`config.mk`:
```
export PLATFORM = sky130hd
export DESIGN_NAME = pfi_top
export DESIGN_NICKNAME = d
export VERILOG_FILES = /design/src/hdl/pfi_pkg.sv /design/src/hdl/pfi_meter_if.sv /design/src/hdl/pfi_edge_meter.sv /design/src/hdl/pfi_top.sv
export VERILOG_INCLUDE_DIRS = /design/src /design/src/hdl
export SDC_FILE = /design/constraint.sdc
export NUM_CORES = 2
export LEC_CHECK = 0
export BUFFER_PORTS_ARGS = -buffer_cell sky130_fd_sc_hd__buf_2
export CORE_MARGIN = 8
export CORE_UTILIZATION = 60
export DETAILED_ROUTE_END_ITERATION = 12
export GPL_TIMING_DRIVEN = 1
export PLACE_DENSITY = 0.77
export SYNTH_ARGS = -nofsm -noshare
export SYNTH_HDL_FRONTEND = slang
export SYNTH_SLANG_ARGS = --single-unit
export TNS_END_PERCENT = 1
```
`constraint.sdc`:
```
create_clock -name pclk -period 20.7 [get_ports pclk]
set_clock_uncertainty 0.15 [all_clocks]
set_input_delay 1.035 -clock pclk [delete_from_list [all_inputs] [get_ports pclk]]
set_output_delay 1.035 -clock pclk [all_outputs]
set_load 0.02 [all_outputs]
```
`src/hdl/pfi_regs.svh`:
```
// Register offsets, reset values, field limits and timing counts of the pulse-rate input
`ifndef PFI_REGS_SVH
`define PFI_REGS_SVH
// Register byte offsets
`define PFI_OFF_DI_STATE   12'h000
`define PFI_OFF_MEAS_HZ    12'h004
`define PFI_OFF_FILT       12'h008
`define PFI_OFF_EN         12'h00C
`define PFI_OFF_GAIN       12'h010
`define PFI_OFF_LOW        12'h014
`define PFI_OFF_OFFS       12'h018
`define PFI_OFF_HIGH       12'h01C
`define PFI_OFF_POL        12'h020
`define PFI_OFF_RESULT     12'h024
`define PFI_OFF_MAXSPD     12'h028
`define PFI_OFF_SPEED      12'h02C
`define PFI_OFF_FNSEL      12'h030
// Reset values
`define PFI_RST_FILT       16'h0000
`define PFI_RST_EN         1'b0
`define PFI_RST_GAIN       16'h03E8
`define PFI_RST_LOW        16'h0064
`define PFI_RST_OFFS       16'h0000
`define PFI_RST_HIGH       16'h03E8
`define PFI_RST_POL        2'h0
`define PFI_RST_MAXSPD     16'h03E8
`define PFI_RST_FNSEL      6'h00
// Field limits and scaling
`define PFI_HZ_MIN         16'h0001
`define PFI_HZ_MAX         16'h0BB8
`define PFI_FILT_MAX       16'h0640
`define PFI_GAIN_MAX       16'h270F
`define PFI_OFFS_MAX       16'h03E8
`define PFI_UNIT           16'h03E8
`define PFI_FRAC_BITS      10
`define PFI_FRAC_CLAMP     32'h00000FFF
`define PFI_POL_SRC_HI     2'h2
`define PFI_DI3_BIT        2
`define PFI_SRC_FIRST      4
// Timing: gate time in ms, clock in Hz, derived counts
`define PFI_CLK_HZ         20000000
`define PFI_GATE_MS        1000
`define PFI_GATE_CYCLES    (`PFI_GATE_MS * (`PFI_CLK_HZ / 1000))
`define PFI_GATE_CS        (`PFI_GATE_MS / 10)
`define PFI_DIV_STEPS      6'h20
`endif

```
`src/hdl/pfi_pkg.sv`:
```
// Types of the pulse-rate input block
package pfi_pkg;
	// Result pipeline states
	typedef enum logic [2:0] {S_IDLE, S_DIV1, S_DIV2, S_DIV3, S_DIV4} pfi_state_t;

	// Whole state of the edge meter
	typedef struct packed {
		logic [7:0]  s1;     // First synchroniser stage
		logic [7:0]  s2;     // Second synchroniser stage
		logic        prev;   // Last level of the pulse input
		logic [11:0] edges;  // Edges in the running gate
		logic [31:0] timer;  // Gate timer
		logic [11:0] hz;     // Last completed count
		logic        done;   // Gate end pulse
	} pfi_meter_t;

	// Whole state of the core
	typedef struct packed {
		logic               pready;
		logic               pslverr;
		logic [31:0]        prdata;
		logic [15:0]        filt;
		logic               en;
		logic [15:0]        gain;
		logic [15:0]        low;
		logic [15:0]        offs;
		logic [15:0]        high;
		logic [1:0]         pol;
		logic [15:0]        maxspd;
		logic [5:0]         fnsel;
		logic [5:0]         fn_eff;
		logic [7:0]         di_state;
		logic [11:0]        hz;
		pfi_state_t         st;
		logic               neg;
		logic [16:0]        rem;
		logic [31:0]        quo;
		logic [15:0]        den;
		logic [5:0]         cnt;
		logic signed [17:0] y;
		logic [15:0]        spd;
		logic               rev;
	} pfi_core_t;
endpackage

```
`src/hdl/pfi_meter_if.sv`:
```
// Link between the edge meter and the core
`timescale 1ns/1ps
interface pfi_meter_if;
	logic        enable;    // Measurement active
	logic [11:0] hz;        // Pulses counted in last gate
	logic        gate_done; // One-cycle pulse at gate end
	logic [7:0]  di_level;  // Synchronised pin levels
	modport meter (input enable, output hz, output gate_done, output di_level);
	modport core  (output enable, input hz, input gate_done, input di_level);
endinterface

```
`src/hdl/pfi_edge_meter.sv`:
```
// Input synchroniser and gated rising-edge counter
`timescale 1ns/1ps
`include "pfi_regs.svh"
module pfi_edge_meter
	import pfi_pkg::*;
	#(parameter int unsigned GATE_CYCLES = `PFI_GATE_CYCLES)
	(
	// Clock and reset
	input wire logic  pclk,
	input wire logic  presetn,
	// Pins and core link
	input wire logic [7:0] di_pin,
	pfi_meter_if.meter     m
	);

	pfi_meter_t q;  // Registered state
	pfi_meter_t n;  // Next state

	// Edge counting; only the second stage is looked at
	always_comb
	begin
		n = q;
		n.s1 = di_pin;
		n.s2 = q.s1;
		n.prev = q.s2[`PFI_DI3_BIT];
		n.done = 1'b0;
		if (!m.enable)
		begin
			// Idle: gate restarts cleanly on enable
			n.edges = 12'h000;
			n.timer = 32'h00000000;
			n.hz = 12'h000;
		end
		else if (q.timer == GATE_CYCLES - 1)
		begin
			// Gate end: the count is the rate in Hz
			n.hz = q.edges;
			n.edges = 12'h000;
			n.timer = 32'h00000000;
			n.done = 1'b1;
		end
		else
		begin
			n.timer = q.timer + 32'h00000001;
			// Saturate so a fast source reads as top of band
			if (q.s2[`PFI_DI3_BIT] && !q.prev && q.edges < 12'(`PFI_HZ_MAX))
				n.edges = q.edges + 12'h001;
		end
	end

	// State register
	always_ff @(posedge pclk or negedge presetn)
	begin
		if (!presetn)
			q <= '0;
		else
			q <= n;
	end

	assign m.hz = q.hz;
	assign m.gate_done = q.done;
	assign m.di_level = q.s2;
endmodule // pfi_edge_meter

```
`src/hdl/pfi_top.sv`:
```
// Pulse-rate input with scaling, filter and digital input status over APB
//
// Implementation choices: the APB interface to the registers and the address map.
`timescale 1ns/1ps
`include "pfi_regs.svh"
// Notes on behaviour
// - Pulse rate becomes 10-bit proportional quantity
// - Third input counts pulses up to 3000 Hz
// - Read-only measured rate in whole hertz
// - Enable measures, bypasses function, zeroes bit 2
// - Disabled forces measured rate zero; resets disabled
// - Filter time constant 0.00 to 16.00 s
// - Result is ((f-low)/(high-low)*100%+offset)*gain
// - Band limits 1 to 3000 Hz, 100/1000 default
// - Offset +-100.0 %, gain 0.000 to 9.999
// - Negative result means reverse, magnitude scales speed
// - Status byte bit n is input n+1
// - Status bit set when input active
// - Sinking active at 0 V, sourcing at 24 V
module pfi_top
	import pfi_pkg::*;
	#(parameter int unsigned GATE_CYCLES = `PFI_GATE_CYCLES)
	(
	// Clock and reset
	input wire logic         pclk,
	input wire logic         presetn,
	// APB slave
	input wire logic         psel,
	input wire logic         penable,
	input wire logic         pwrite,
	input wire logic [11:0]  paddr,
	input wire logic [31:0]  pwdata,
	output logic [31:0]      prdata,
	output logic             pready,
	output logic             pslverr,
	// Digital input pins, 1 = high voltage
	input wire logic [7:0]   di_pin,
	// Results toward the drive
	output logic [7:0]        di_active,
	output logic [5:0]        third_fn_eff,
	output logic signed [17:0] pulse_rate_result,
	output logic [15:0]       speed_ref,
	output logic              speed_reverse
	);

	pfi_core_t q;  // Registered state
	pfi_core_t n;  // Next state

	// Link to the edge meter
	pfi_meter_if u_mif ();

	// Comb temporaries
	logic               ge;      // Divider step subtracts
	logic [16:0]        trial;   // Divider partial remainder
	logic [31:0]        qnext;   // Quotient after last step
	logic signed [13:0] num;     // Rate minus band low
	logic signed [13:0] dnm;     // Band width
	logic [12:0]        anum;    // Magnitude of num
	logic [12:0]        adnm;    // Magnitude of dnm
	logic [11:0]        frac;    // Clamped 10-bit-scaled fraction
	logic [21:0]        pmag;    // Fraction times 100.0 %
	logic signed [16:0] pct;     // Signed percent, tenths
	logic signed [31:0] prod;    // Percent plus offset, times gain
	logic signed [18:0] xval;    // New unfiltered result
	logic signed [18:0] diff;    // Step toward new result
	logic signed [17:0] ynew;    // Filtered result
	logic [17:0]        ymag;    // Filtered magnitude
	logic [7:0]         act;     // Active levels
	logic               src;     // Input is sourcing type
	logic               wr_ok;   // Write commits this edge

	// Offsets that answer without error
	function automatic logic is_mapped(input logic [11:0] a);
		case (a)
			`PFI_OFF_DI_STATE, `PFI_OFF_MEAS_HZ, `PFI_OFF_FILT, `PFI_OFF_EN,
			`PFI_OFF_GAIN, `PFI_OFF_LOW, `PFI_OFF_OFFS, `PFI_OFF_HIGH,
			`PFI_OFF_POL, `PFI_OFF_RESULT, `PFI_OFF_MAXSPD, `PFI_OFF_SPEED,
			`PFI_OFF_FNSEL:
				is_mapped = 1'b1;
			default:
				is_mapped = 1'b0;
		endcase
	endfunction

	// Band limit clipping; keeps the divisor inside 12 bits
	function automatic logic [15:0] clip_hz(input logic [15:0] v);
		if (v < `PFI_HZ_MIN)
			clip_hz = `PFI_HZ_MIN;
		else if (v > `PFI_HZ_MAX)
			clip_hz = `PFI_HZ_MAX;
		else
			clip_hz = v;
	endfunction

	// Edge meter instance
	pfi_edge_meter #(.GATE_CYCLES(GATE_CYCLES)) u_meter (
		.pclk    (pclk),
		.presetn (presetn),
		.di_pin  (di_pin),
		.m       (u_mif.meter)
	);

	assign u_mif.enable = q.en;

	// Next-state logic: bus, status and result pipeline
	always_comb
	begin
		n = q;
		ge = 1'b0;
		trial = 17'h00000;
		qnext = 32'h00000000;
		num = 14'sh0000;
		dnm = 14'sh0000;
		anum = 13'h0000;
		adnm = 13'h0000;
		frac = 12'h000;
		pmag = 22'h000000;
		pct = 17'sh00000;
		prod = 32'sh00000000;
		xval = 19'sh00000;
		diff = 19'sh00000;
		ynew = 18'sh00000;
		ymag = 18'h00000;
		act = 8'h00;
		src = 1'b0;
		wr_ok = 1'b0;

		// One wait state: pready rises the cycle after the access phase starts
		n.pready = 1'b0;
		n.pslverr = 1'b0;
		if (psel && penable && !q.pready)
		begin
			n.pready = 1'b1;
			n.pslverr = !is_mapped(paddr);
			case (paddr)
				`PFI_OFF_DI_STATE: n.prdata = {24'h000000, q.di_state};
				`PFI_OFF_MEAS_HZ:  n.prdata = {20'h00000, q.hz};
				`PFI_OFF_FILT:     n.prdata = {16'h0000, q.filt};
				`PFI_OFF_EN:       n.prdata = {31'h00000000, q.en};
				`PFI_OFF_GAIN:     n.prdata = {16'h0000, q.gain};
				`PFI_OFF_LOW:      n.prdata = {16'h0000, q.low};
				`PFI_OFF_OFFS:     n.prdata = {{16{q.offs[15]}}, q.offs};
				`PFI_OFF_HIGH:     n.prdata = {16'h0000, q.high};
				`PFI_OFF_POL:      n.prdata = {30'h00000000, q.pol};
				`PFI_OFF_RESULT:   n.prdata = {{14{q.y[17]}}, q.y};
				`PFI_OFF_MAXSPD:   n.prdata = {16'h0000, q.maxspd};
				`PFI_OFF_SPEED:    n.prdata = {15'h0000, q.rev, q.spd};
				`PFI_OFF_FNSEL:    n.prdata = {26'h0000000, q.fnsel};
				default:           n.prdata = 32'h00000000;
			endcase
		end

		// Writes land on the edge that samples pready high
		wr_ok = psel && penable && q.pready && pwrite;
		if (wr_ok)
		begin
			case (paddr)
				`PFI_OFF_FILT:
					n.filt = (pwdata[15:0] > `PFI_FILT_MAX) ? `PFI_FILT_MAX : pwdata[15:0];
				`PFI_OFF_EN:
					n.en = pwdata[0];
				`PFI_OFF_GAIN:
					n.gain = (pwdata[15:0] > `PFI_GAIN_MAX) ? `PFI_GAIN_MAX : pwdata[15:0];
				`PFI_OFF_LOW:
					n.low = clip_hz(pwdata[15:0]);
				`PFI_OFF_OFFS:
					if ($signed(pwdata[15:0]) > $signed(`PFI_OFFS_MAX))
						n.offs = `PFI_OFFS_MAX;
					else if ($signed(pwdata[15:0]) < -$signed(`PFI_OFFS_MAX))
						n.offs = 16'h0000 - `PFI_OFFS_MAX;
					else
						n.offs = pwdata[15:0];
				`PFI_OFF_HIGH:
					n.high = clip_hz(pwdata[15:0]);
				`PFI_OFF_POL:
					n.pol = pwdata[1:0];
				`PFI_OFF_MAXSPD:
					n.maxspd = pwdata[15:0];
				`PFI_OFF_FNSEL:
					n.fnsel = pwdata[5:0];
				default:
					n.fnsel = q.fnsel; // Read-only or unmapped: no effect
			endcase
		end

		// Bit 2 is forced low below while the pin counts pulses
		// Input activity by type; reserved settings act as all sinking
		for (int i = 0; i < 8; i++)
		begin
			src = (q.pol == `PFI_POL_SRC_HI) && (i >= `PFI_SRC_FIRST);
			act[i] = src ? u_mif.di_level[i] : !u_mif.di_level[i];
		end
		if (q.en)
			act[`PFI_DI3_BIT] = 1'b0;
		n.di_state = act;
		// Pulse input takes the third input away from its function
		n.fn_eff = q.en ? 6'h00 : q.fnsel;

		// A disabled input reads zero at once, not at the next gate
		// Measured rate follows each gate, zero while off
		if (!q.en)
			n.hz = 12'h000;
		else if (u_mif.gate_done)
			n.hz = u_mif.hz;

		// One quotient bit per cycle; 32 steps cover the widest operand
		// Shared restoring divider step
		trial = {q.rem[15:0], q.quo[31]};
		ge = trial >= {1'b0, q.den};
		qnext = q.quo;
		if (q.st != S_IDLE && q.cnt != 6'h00)
		begin
			n.rem = ge ? (trial - {1'b0, q.den}) : trial;
			n.quo = {q.quo[30:0], ge};
			n.cnt = q.cnt - 6'h01;
		end

		// Each state waits out one divider pass, then loads the next:
		// fraction, then percent times gain, then filter step, then speed.
		// One shared divider costs about 33 cycles a pass, far below a gate.
		case (q.st)
			S_IDLE:
			begin
				if (q.en && u_mif.gate_done)
				begin
					// Offset into band over band width, scaled by 2^10
					num = $signed({2'b00, u_mif.hz}) - $signed({1'b0, q.low[12:0]});
					dnm = $signed({1'b0, q.high[12:0]}) - $signed({1'b0, q.low[12:0]});
					anum = num[13] ? 13'(-num) : num[12:0];
					adnm = dnm[13] ? 13'(-dnm) : dnm[12:0];
					n.neg = num[13] ^ dnm[13];
					// Empty band still divides by zero: every quotient bit sets, so the fraction clamps to 4095
					n.quo = (adnm == 13'h0000) ? 32'h00000000 :
						{9'h000, anum, 10'h000};
					n.den = {3'h0, adnm};
					n.rem = 17'h00000;
					n.cnt = `PFI_DIV_STEPS;
					n.st = S_DIV1;
				end
			end
			S_DIV1:
			begin
				if (q.cnt == 6'h00)
				begin
					// 10-bit fraction; clamp keeps out-of-band rates bounded
					frac = (qnext > `PFI_FRAC_CLAMP) ? 12'(`PFI_FRAC_CLAMP) : qnext[11:0];
					pmag = 22'(frac) * 22'(`PFI_UNIT);
					pct = $signed({5'h00, pmag[21:`PFI_FRAC_BITS]});
					if (q.neg)
						pct = -pct;
					pct = pct + $signed({q.offs[15], q.offs});
					prod = 32'(pct) * $signed({16'h0000, q.gain});
					n.neg = prod[31];
					n.quo = prod[31] ? 32'(-prod) : prod;
					n.den = `PFI_UNIT;
					n.rem = 17'h00000;
					n.cnt = `PFI_DIV_STEPS;
					n.st = S_DIV2;
				end
			end
			S_DIV2:
			begin
				if (q.cnt == 6'h00)
				begin
					xval = $signed({1'b0, qnext[17:0]});
					if (q.neg)
						xval = -xval;
					// Low-pass step: (x - y) * Ts / (tau + Ts)
					diff = xval - 19'(q.y);
					n.neg = diff[18];
					n.quo = 32'(diff[18] ? 19'(-diff) : diff) * 32'(`PFI_GATE_CS);
					n.den = q.filt + 16'(`PFI_GATE_CS);
					n.rem = 17'h00000;
					n.cnt = `PFI_DIV_STEPS;
					n.st = S_DIV3;
				end
			end
			S_DIV3:
			begin
				if (q.cnt == 6'h00)
				begin
					// Zero constant gives the full step, i.e. no smoothing
					ynew = q.neg ? (q.y - 18'(qnext)) : (q.y + 18'(qnext));
					n.y = ynew;
					// Sign selects direction, magnitude scales speed
					n.rev = ynew[17];
					ymag = ynew[17] ? 18'(-ynew) : ynew;
					n.quo = 32'(ymag) * 32'(q.maxspd);
					n.den = `PFI_UNIT;
					n.rem = 17'h00000;
					n.cnt = `PFI_DIV_STEPS;
					n.st = S_DIV4;
				end
			end
			S_DIV4:
			begin
				if (q.cnt == 6'h00)
				begin
					n.spd = (qnext > 32'h0000FFFF) ? 16'hFFFF : qnext[15:0];
					n.st = S_IDLE;
				end
			end
			default:
				n.st = S_IDLE;
		endcase
	end

	// State register with documented reset values
	always_ff @(posedge pclk or negedge presetn)
	begin
		if (!presetn)
		begin
			// Clear everything, then load the defaults of the settings
			q <= '0;
			q.filt <= `PFI_RST_FILT;
			q.en <= `PFI_RST_EN;
			q.gain <= `PFI_RST_GAIN;
			q.low <= `PFI_RST_LOW;
			q.offs <= `PFI_RST_OFFS;
			q.high <= `PFI_RST_HIGH;
			q.pol <= `PFI_RST_POL;
			q.maxspd <= `PFI_RST_MAXSPD;
			q.fnsel <= `PFI_RST_FNSEL;
			q.st <= S_IDLE;
		end
		else
		begin
			q <= n;
		end
	end

	// Outputs straight from the state register
	assign prdata = q.prdata;
	assign pready = q.pready;
	assign pslverr = q.pslverr;
	assign di_active = q.di_state;
	assign third_fn_eff = q.fn_eff;
	assign pulse_rate_result = q.y;
	assign speed_ref = q.spd;
	assign speed_reverse = q.rev;
endmodule // pfi_top

```
Word-level counts from Yosys, hierarchy flattened
Memories as Yosys holds them, arrays and structs flattened.
Cells that the tools add are included.
{ "classes": {"reduce_logical": 42, "order_cmp": 10, "eq_ne": 26, "addsub": 18, "mul": 4, "bitwise_logic": 1, "muxes": 50} }
{ "op_table": {"columns": ["cell", "n"], "rows": [
  ["32-bit one-hot mux with 13 select lines", 1],
  ["71-bit one-hot mux with 4 select lines", 1],
  ["75-bit two-way mux", 3],
  ["16-bit two-way mux", 7],
  ["89-bit two-way mux", 1],
  ["17-bit two-way mux", 4],
  ["32-bit two-way mux", 2],
  ["12-bit by 6-bit == test with 1-bit output, second input constant", 5],
  ["19-bit two-way mux", 3],
  ["56-bit two-way mux", 1],
  ["49-bit two-way mux", 1],
  ["12-bit by 5-bit == test with 1-bit output, second input constant", 4],
  ["12-bit two-way mux", 4],
  ["44-bit two-way mux", 1],
  ["13-bit two-way mux", 3],
  ["18-bit two-way mux", 2],
  ["34-bit two-way mux", 1],
  ["32-bit by 1-bit adder with 32-bit output, second input constant", 1],
  ["32-bit by 25-bit == test with 1-bit output, second input constant", 1],
  ["16-bit by 11-bit > comparator with 1-bit output, second input constant", 2],
  ["32-bit by 12-bit > comparator with 1-bit output, second input constant", 1],
  ["32-bit by 16-bit > comparator with 1-bit output, second input constant", 1],
  ["17-bit by 17-bit multiplier with 32-bit output", 1],
  ["18-bit by 16-bit multiplier with 32-bit output", 1],
  ["52 further kinds", 99]
]} }
{ "word_totals": {"wordCells": 183, "memories": 1, "input_bits": 57, "mem_bits_ro": 64, "ff_bits": 349, "output_inout_bits": 83} }
{ "mem_list": {"columns": ["memory", "depth", "width", "rd", "rd_clocked_by_memory_dff", "write_ports", "line_no", "rtl"], "rows": [
  ["(no name shown)", 64, 1, 1, 0, 0, "pfi_top.sv:74", "case (a)"]
]} }

Longest topological paths before layout
{ "logic_depth": {"ltp_word": 13, "mapped_depth": 61, "ltp_nobuf": 59} }

By module
A second synthesis with hierarchy kept.
{ "unflattened": {"cells_unflattened": 5681, "hier_area_um2": 48292.6} }
{ "by_module_without_submodules": {"columns": ["mod", "seq_area_each_um2", "cells_per_inst", "area_each_um2", "instances"], "rows": [
  ["pfi_top", 6507.5, 5346, 44881.8, 1],
  ["pfi_edge_meter", 1851.8, 335, 3410.8, 1]
]} }

Least setup slack after synthesis
OpenSTA, ideal clock, no wires.
{ "synth_path": {"path_kind": "register to register", "start": "reg q (netlist bit qnext[15])", "end": "reg q (netlist bit qnext[29])", "slack_ps": 5867, "path_buffers": 5, "arrival_time_ps": 14559, "required_ps": 20426, "period_less_slack_ps": 14833, "path_stages_with_launch": 57, "setup_time_ps": 124, "path_cell_list": "dfrtp_1 buf_2 or4_1 clkbuf_1 or3_1 fa_1 inv_1 fa_1 inv_1 fa_1 inv_1 fa_1 inv_1 ha_1 nand2_1 a21o_1 o311ai_1 xor2_1 [... 21 more ...] xnor2_1 fa_1 fa_1 inv_1 fa_1 inv_1 ha_1 a21o_1 a2111o_1 o221ai_1 o21ai_0 xnor2_1 nand3_4 buf_2 nand3_1 xnor2_1 a21oi_1 o31a_1"} }
{ "synth_lines": {"columns": ["element", "line_no", "rtl"], "rows": [
  ["start, declared", "pfi_top.sv:46", "pfi_core_t q;"],
  ["start signal, assigned", "pfi_top.sv:328", "q <= n;"]
]} }

==> run_results.csv <==
group,metric,value,unit
worst_setup_path,crit_top_cell,"fa_1",
drt,highest_layer,"met5",
drt,wl_per_cell,22.5,um
global_route,grt.total_usage,0.333,
global_route,grt_overflow,0,
logic_synthesis,synth_area_per_cell,8.57,um^2
status,status,"complete, no violations",
hold_path,hold_end,"u_meter.m.di_level[5]$_DFF_PN0_",
worst_setup_path,reg2reg_from,"qnext[16]$_DFF_PN0_",
power,ir_drop,68.4,uV
logic_synthesis,synth_area,47200,um^2
sta,fin_crit_sh,0.847,
sta,fmax,57.0,MHz
worst_setup_path,end_kind,"register",
cts,worstSkewPairLatency,0.59,ns
final_layout,nets,6411,
drt,ant_nets,0,
logic_synthesis,synth.area.top_cells,"fa_1 (23%), dfrtp_1 (17%), ha_1 (10%)",
logic_synthesis,synth_top_area_share,0.229,
logic_synthesis,synthArstFlopShare,1.00,
logic_synthesis,synthFlopType,"dfrtp_1",
logic_synthesis,synth_edf_count,0,
sta,rsz0062_at_grt,"no",
sta,slew_headroom,0.158,
logic_synthesis,syn_inst,5510,
worst_setup_path,cpLargestDelayFamily,"adder cells",
sta,drv_slew,0,
power,power_leakage,24.4,nW
floorplan,fp-row-count,103,
placed_design,port_buffers,123,
power,p_per_area,29.5,nW/um^2
worst_setup_path,path_max_fanout,17,
worst_setup_path,cp-startpoint,"qnext[16]$_DFF_PN0_",
cts,cts.path.max_buffers,3,
logic_synthesis,ys_ff_latch,333,
drt,routed_wl,147,mm
sta,hold_viol,0,
floorplan,die_y,296,um
final_layout,nFillCells,6552,
sta,fin_tns_setup,0,ns
floorplan,start_util,0.601,
drt,drtIter0Drc,3928,
hold_path,hold_class,"register to register",
drt,dr_wl_met3,15.0,mm
sta,setup_viol,0,
cts,cts-resized-gates,0,
floorplan,ios,140,
logic_synthesis,ys_warn_count,0,
drt,via_per_inst,6.12,
worst_setup_path,critPathKind,"register to register",
drt,dr_total_vias,39800,
logic_synthesis,seq_area_frac_synth,0.177,
final_layout,final_util,0.634,
cts,h-tree-depth,2,
drt,wl_met1,57.7,mm
job,drv_cap,0,
logic_synthesis,yosysTopAreaCell,"fa_1",
power,power.total,1.47,mW
cts,post_cts_buffers,0,
drt,wl_met2,64.6,mm
cts,cts_made_buffers,39,
global_route,grt_pass1_vias,39700,
floorplan,die_area,87900,um^2
global_route,grt_max_degree,79,
cts,cts_tree,"done",
floorplan,coreArea,78500,um^2
worst_setup_path,critical_path_arrival,17.81,ns
hold_path,hp-start,"u_meter.n[63]$_DFF_PN0_",
global_route,grt_pass1_wl,227,mm
worst_setup_path,setup.worst_path.start_class,"register",
placed_design,gp_congestion,0.968,
cts,postCtsHoldBufs,0,
final_layout,drive_gt1_frac,0.0709,
drt,drt_first_pass_iters,6,
floorplan,die_w,296,um
cts,path_clk_slew,0.06,ns
sta,tightest_slew,1.26,ns
worst_setup_path,path_buf_inv,5,
worst_setup_path,rr_endpoint,"qnext[17]$_DFF_PN0_",
worst_setup_path,cpPeakStageDelay,0.77,ns
drt,drc,0,
placed_design,place_hpwl,114,mm
final_layout,synthToLayoutAreaGrowth,5.39,%
logic_synthesis,yosysUniqueCellTypes,97,
cts,numClockSinks,333,
cts,root_buffer,"clkbuf_16",
logic_synthesis,syn_nets,6490,
worst_setup_path,rrSetupSlack,3.16,ns
worst_setup_path,required,20.97,ns
sta,min_period,17.54,ns
worst_setup_path,rr_worst_depth,53,
global_route,antenna_found_initial,4,
hold_path,worstHoldPathCells,0,
worst_setup_path,cpMaxStageDelayCell,"fa_1",
-- worst max path at each step --
stage	endpoint	slack [ns]	depth (start not counted)
after floorplan	qnext[29]$_DFF_PN0_	5.87	56
after global placement	qnext[17]$_DFF_PN0_	3.78	51
after detailed placement	qnext[17]$_DFF_PN0_	3.51	50
after CTS	qnext[17]$_DFF_PN0_	3.49	50
after global routing	qnext[17]$_DFF_PN0_	2.41	53
final	qnext[17]$_DFF_PN0_	3.16	53
-- per-stage QoR --
| stage | hold WS, ns | worst slack [ns] | std cells | instance area [um^2] |
|---|---|---|---|---|
| 2_1_floorplan | 0.181 | 5.87 | 5510 | 47200 |
| 3_3_place_gp | 0.185 | 3.78 | 6440 | 48300 |
| 3_5_place_dp | 0.185 | 3.51 | 6440 | 48300 |
| 4_1_cts | 0.199 | 3.49 | 6512 | 49700 |
| 5_1_grt | 0.202 | 2.41 | 6512 | 49700 |
| 6_report | 0.200 | 3.16 | 6514 | 49700 |
-- power by group --
| part | internal [mW] | switching, mW | leakage [nW] |
|---|---|---|---|
| clock | 0.452 | 0.298 | 0.678 |
| combinational | 0.0138 | 0.0427 | 19.3 |
| sequential | 0.656 | 0.00498 | 4.48 |
| total | 1.12 | 0.346 | 24.4 |
-- routing by layer --
metal	vias up	GRT usage
li1	17800	-
met1	19400	0.439
met2	2136	0.514
met3	507	0.0733
met4	2	0.178
met5	-	0
-- state kept, by name, summed over array words and instances (netlist names) --
name and flops:
q 158, u_meter.q 45, qnext 32, prdata 18, pulse_rate_result 18, speed_ref 16
u_meter.m.hz 12, di_active 8, u_meter.m.di_level 8, u_meter.n 8, third_fn_eff 6, pready 1
pslverr 1, u_meter.m.gate_done 1, u_mif.enable 1
-- area by class of cell --
type / instances / area (um^2) / share of cell area
inverters: 843 / 3160 / 0.0636
flip-flops and latches: 333 / 8360 / 0.168
clock buffers: 54 / 1100 / 0.0222
multi-input cells: 4005 / 34200 / 0.688
diodes: 2 / 5.00 / 0.000101
well taps: 1050 / 1310 / 0.0264
repair buffers: 209 / 1270 / 0.0256
clock inverters: 18 / 292 / 0.00586
-- placed cells by master, fill, tap and decap left out, types with 30 or more instances in the layout --
| master | synthesis | routed |
|---|---|---|
| inv_1 | 843 | 843 |
| nand2b_1 | 30 | 30 |
| clkbuf_16 | 0 | 39 |
| nor2_1 | 314 | 313 |
| o21ai_0 | 235 | 235 |
| and3_1 | 38 | 37 |
| xnor2_1 | 229 | 221 |
| mux2i_1 | 52 | 52 |
| or3_1 | 44 | 44 |
| a21o_1 | 58 | 58 |
| buf_2 | 6 | 122 |
| a211oi_1 | 31 | 31 |
| a22oi_1 | 57 | 57 |
| nand3_1 | 86 | 86 |
| dfrtp_1 | 312 | 312 |
| buf_4 | 80 | 86 |
| a31oi_1 | 38 | 38 |
| ha_1 | 384 | 384 |
| and2_1 | 223 | 223 |
| o22a_1 | 32 | 32 |
| nor3_1 | 68 | 67 |
| fa_1 | 539 | 539 |
| a21oi_1 | 228 | 226 |
| nor2b_1 | 93 | 93 |
| o21a_1 | 37 | 37 |
| xor2_1 | 120 | 117 |
| nand2_1 | 636 | 636 |
-- cell families after synthesis --
logic type | Yosys count | synth area share
fa+ha+maj | 925 | 0.331
xor+xnor | 351 | 0.0657
mux | 80 | 0.0177
compound gates | 997 | 0.141
flops | 333 | 0.177
simple gates | 1652 | 0.168
buf+inv | 1172 | 0.0999
-- synthesized netlist by cell type (37+ instances only) --
cell / number
a31oi_1: 38
or3_1: 44
clkbuf_1: 234
o21ai_0: 235
xor2_1: 120
a21o_1: 58
and2_1: 223
fa_1: 539
ha_1: 384
a22oi_1: 57
nand2_1: 636
and3_1: 38
nor3_1: 68
buf_4: 80
xnor2_1: 229
a21oi_1: 228
inv_1: 843
nand3_1: 86
nor2b_1: 93
nor2_1: 314
mux2i_1: 52
dfrtp_1: 312
o21a_1: 37
-- worst register-to-register path: cells and delay by family (launching register included) --
family | cells | cell delay [ns]
compound gates | 17 | 3.82
flops | 1 | 0.53
simple gates | 14 | 4.30
buf+inv | 5 | 0.39
xor+xnor | 4 | 1.49
fa+ha+maj | 13 | 6.69
(Power assumes the default switching activity.)
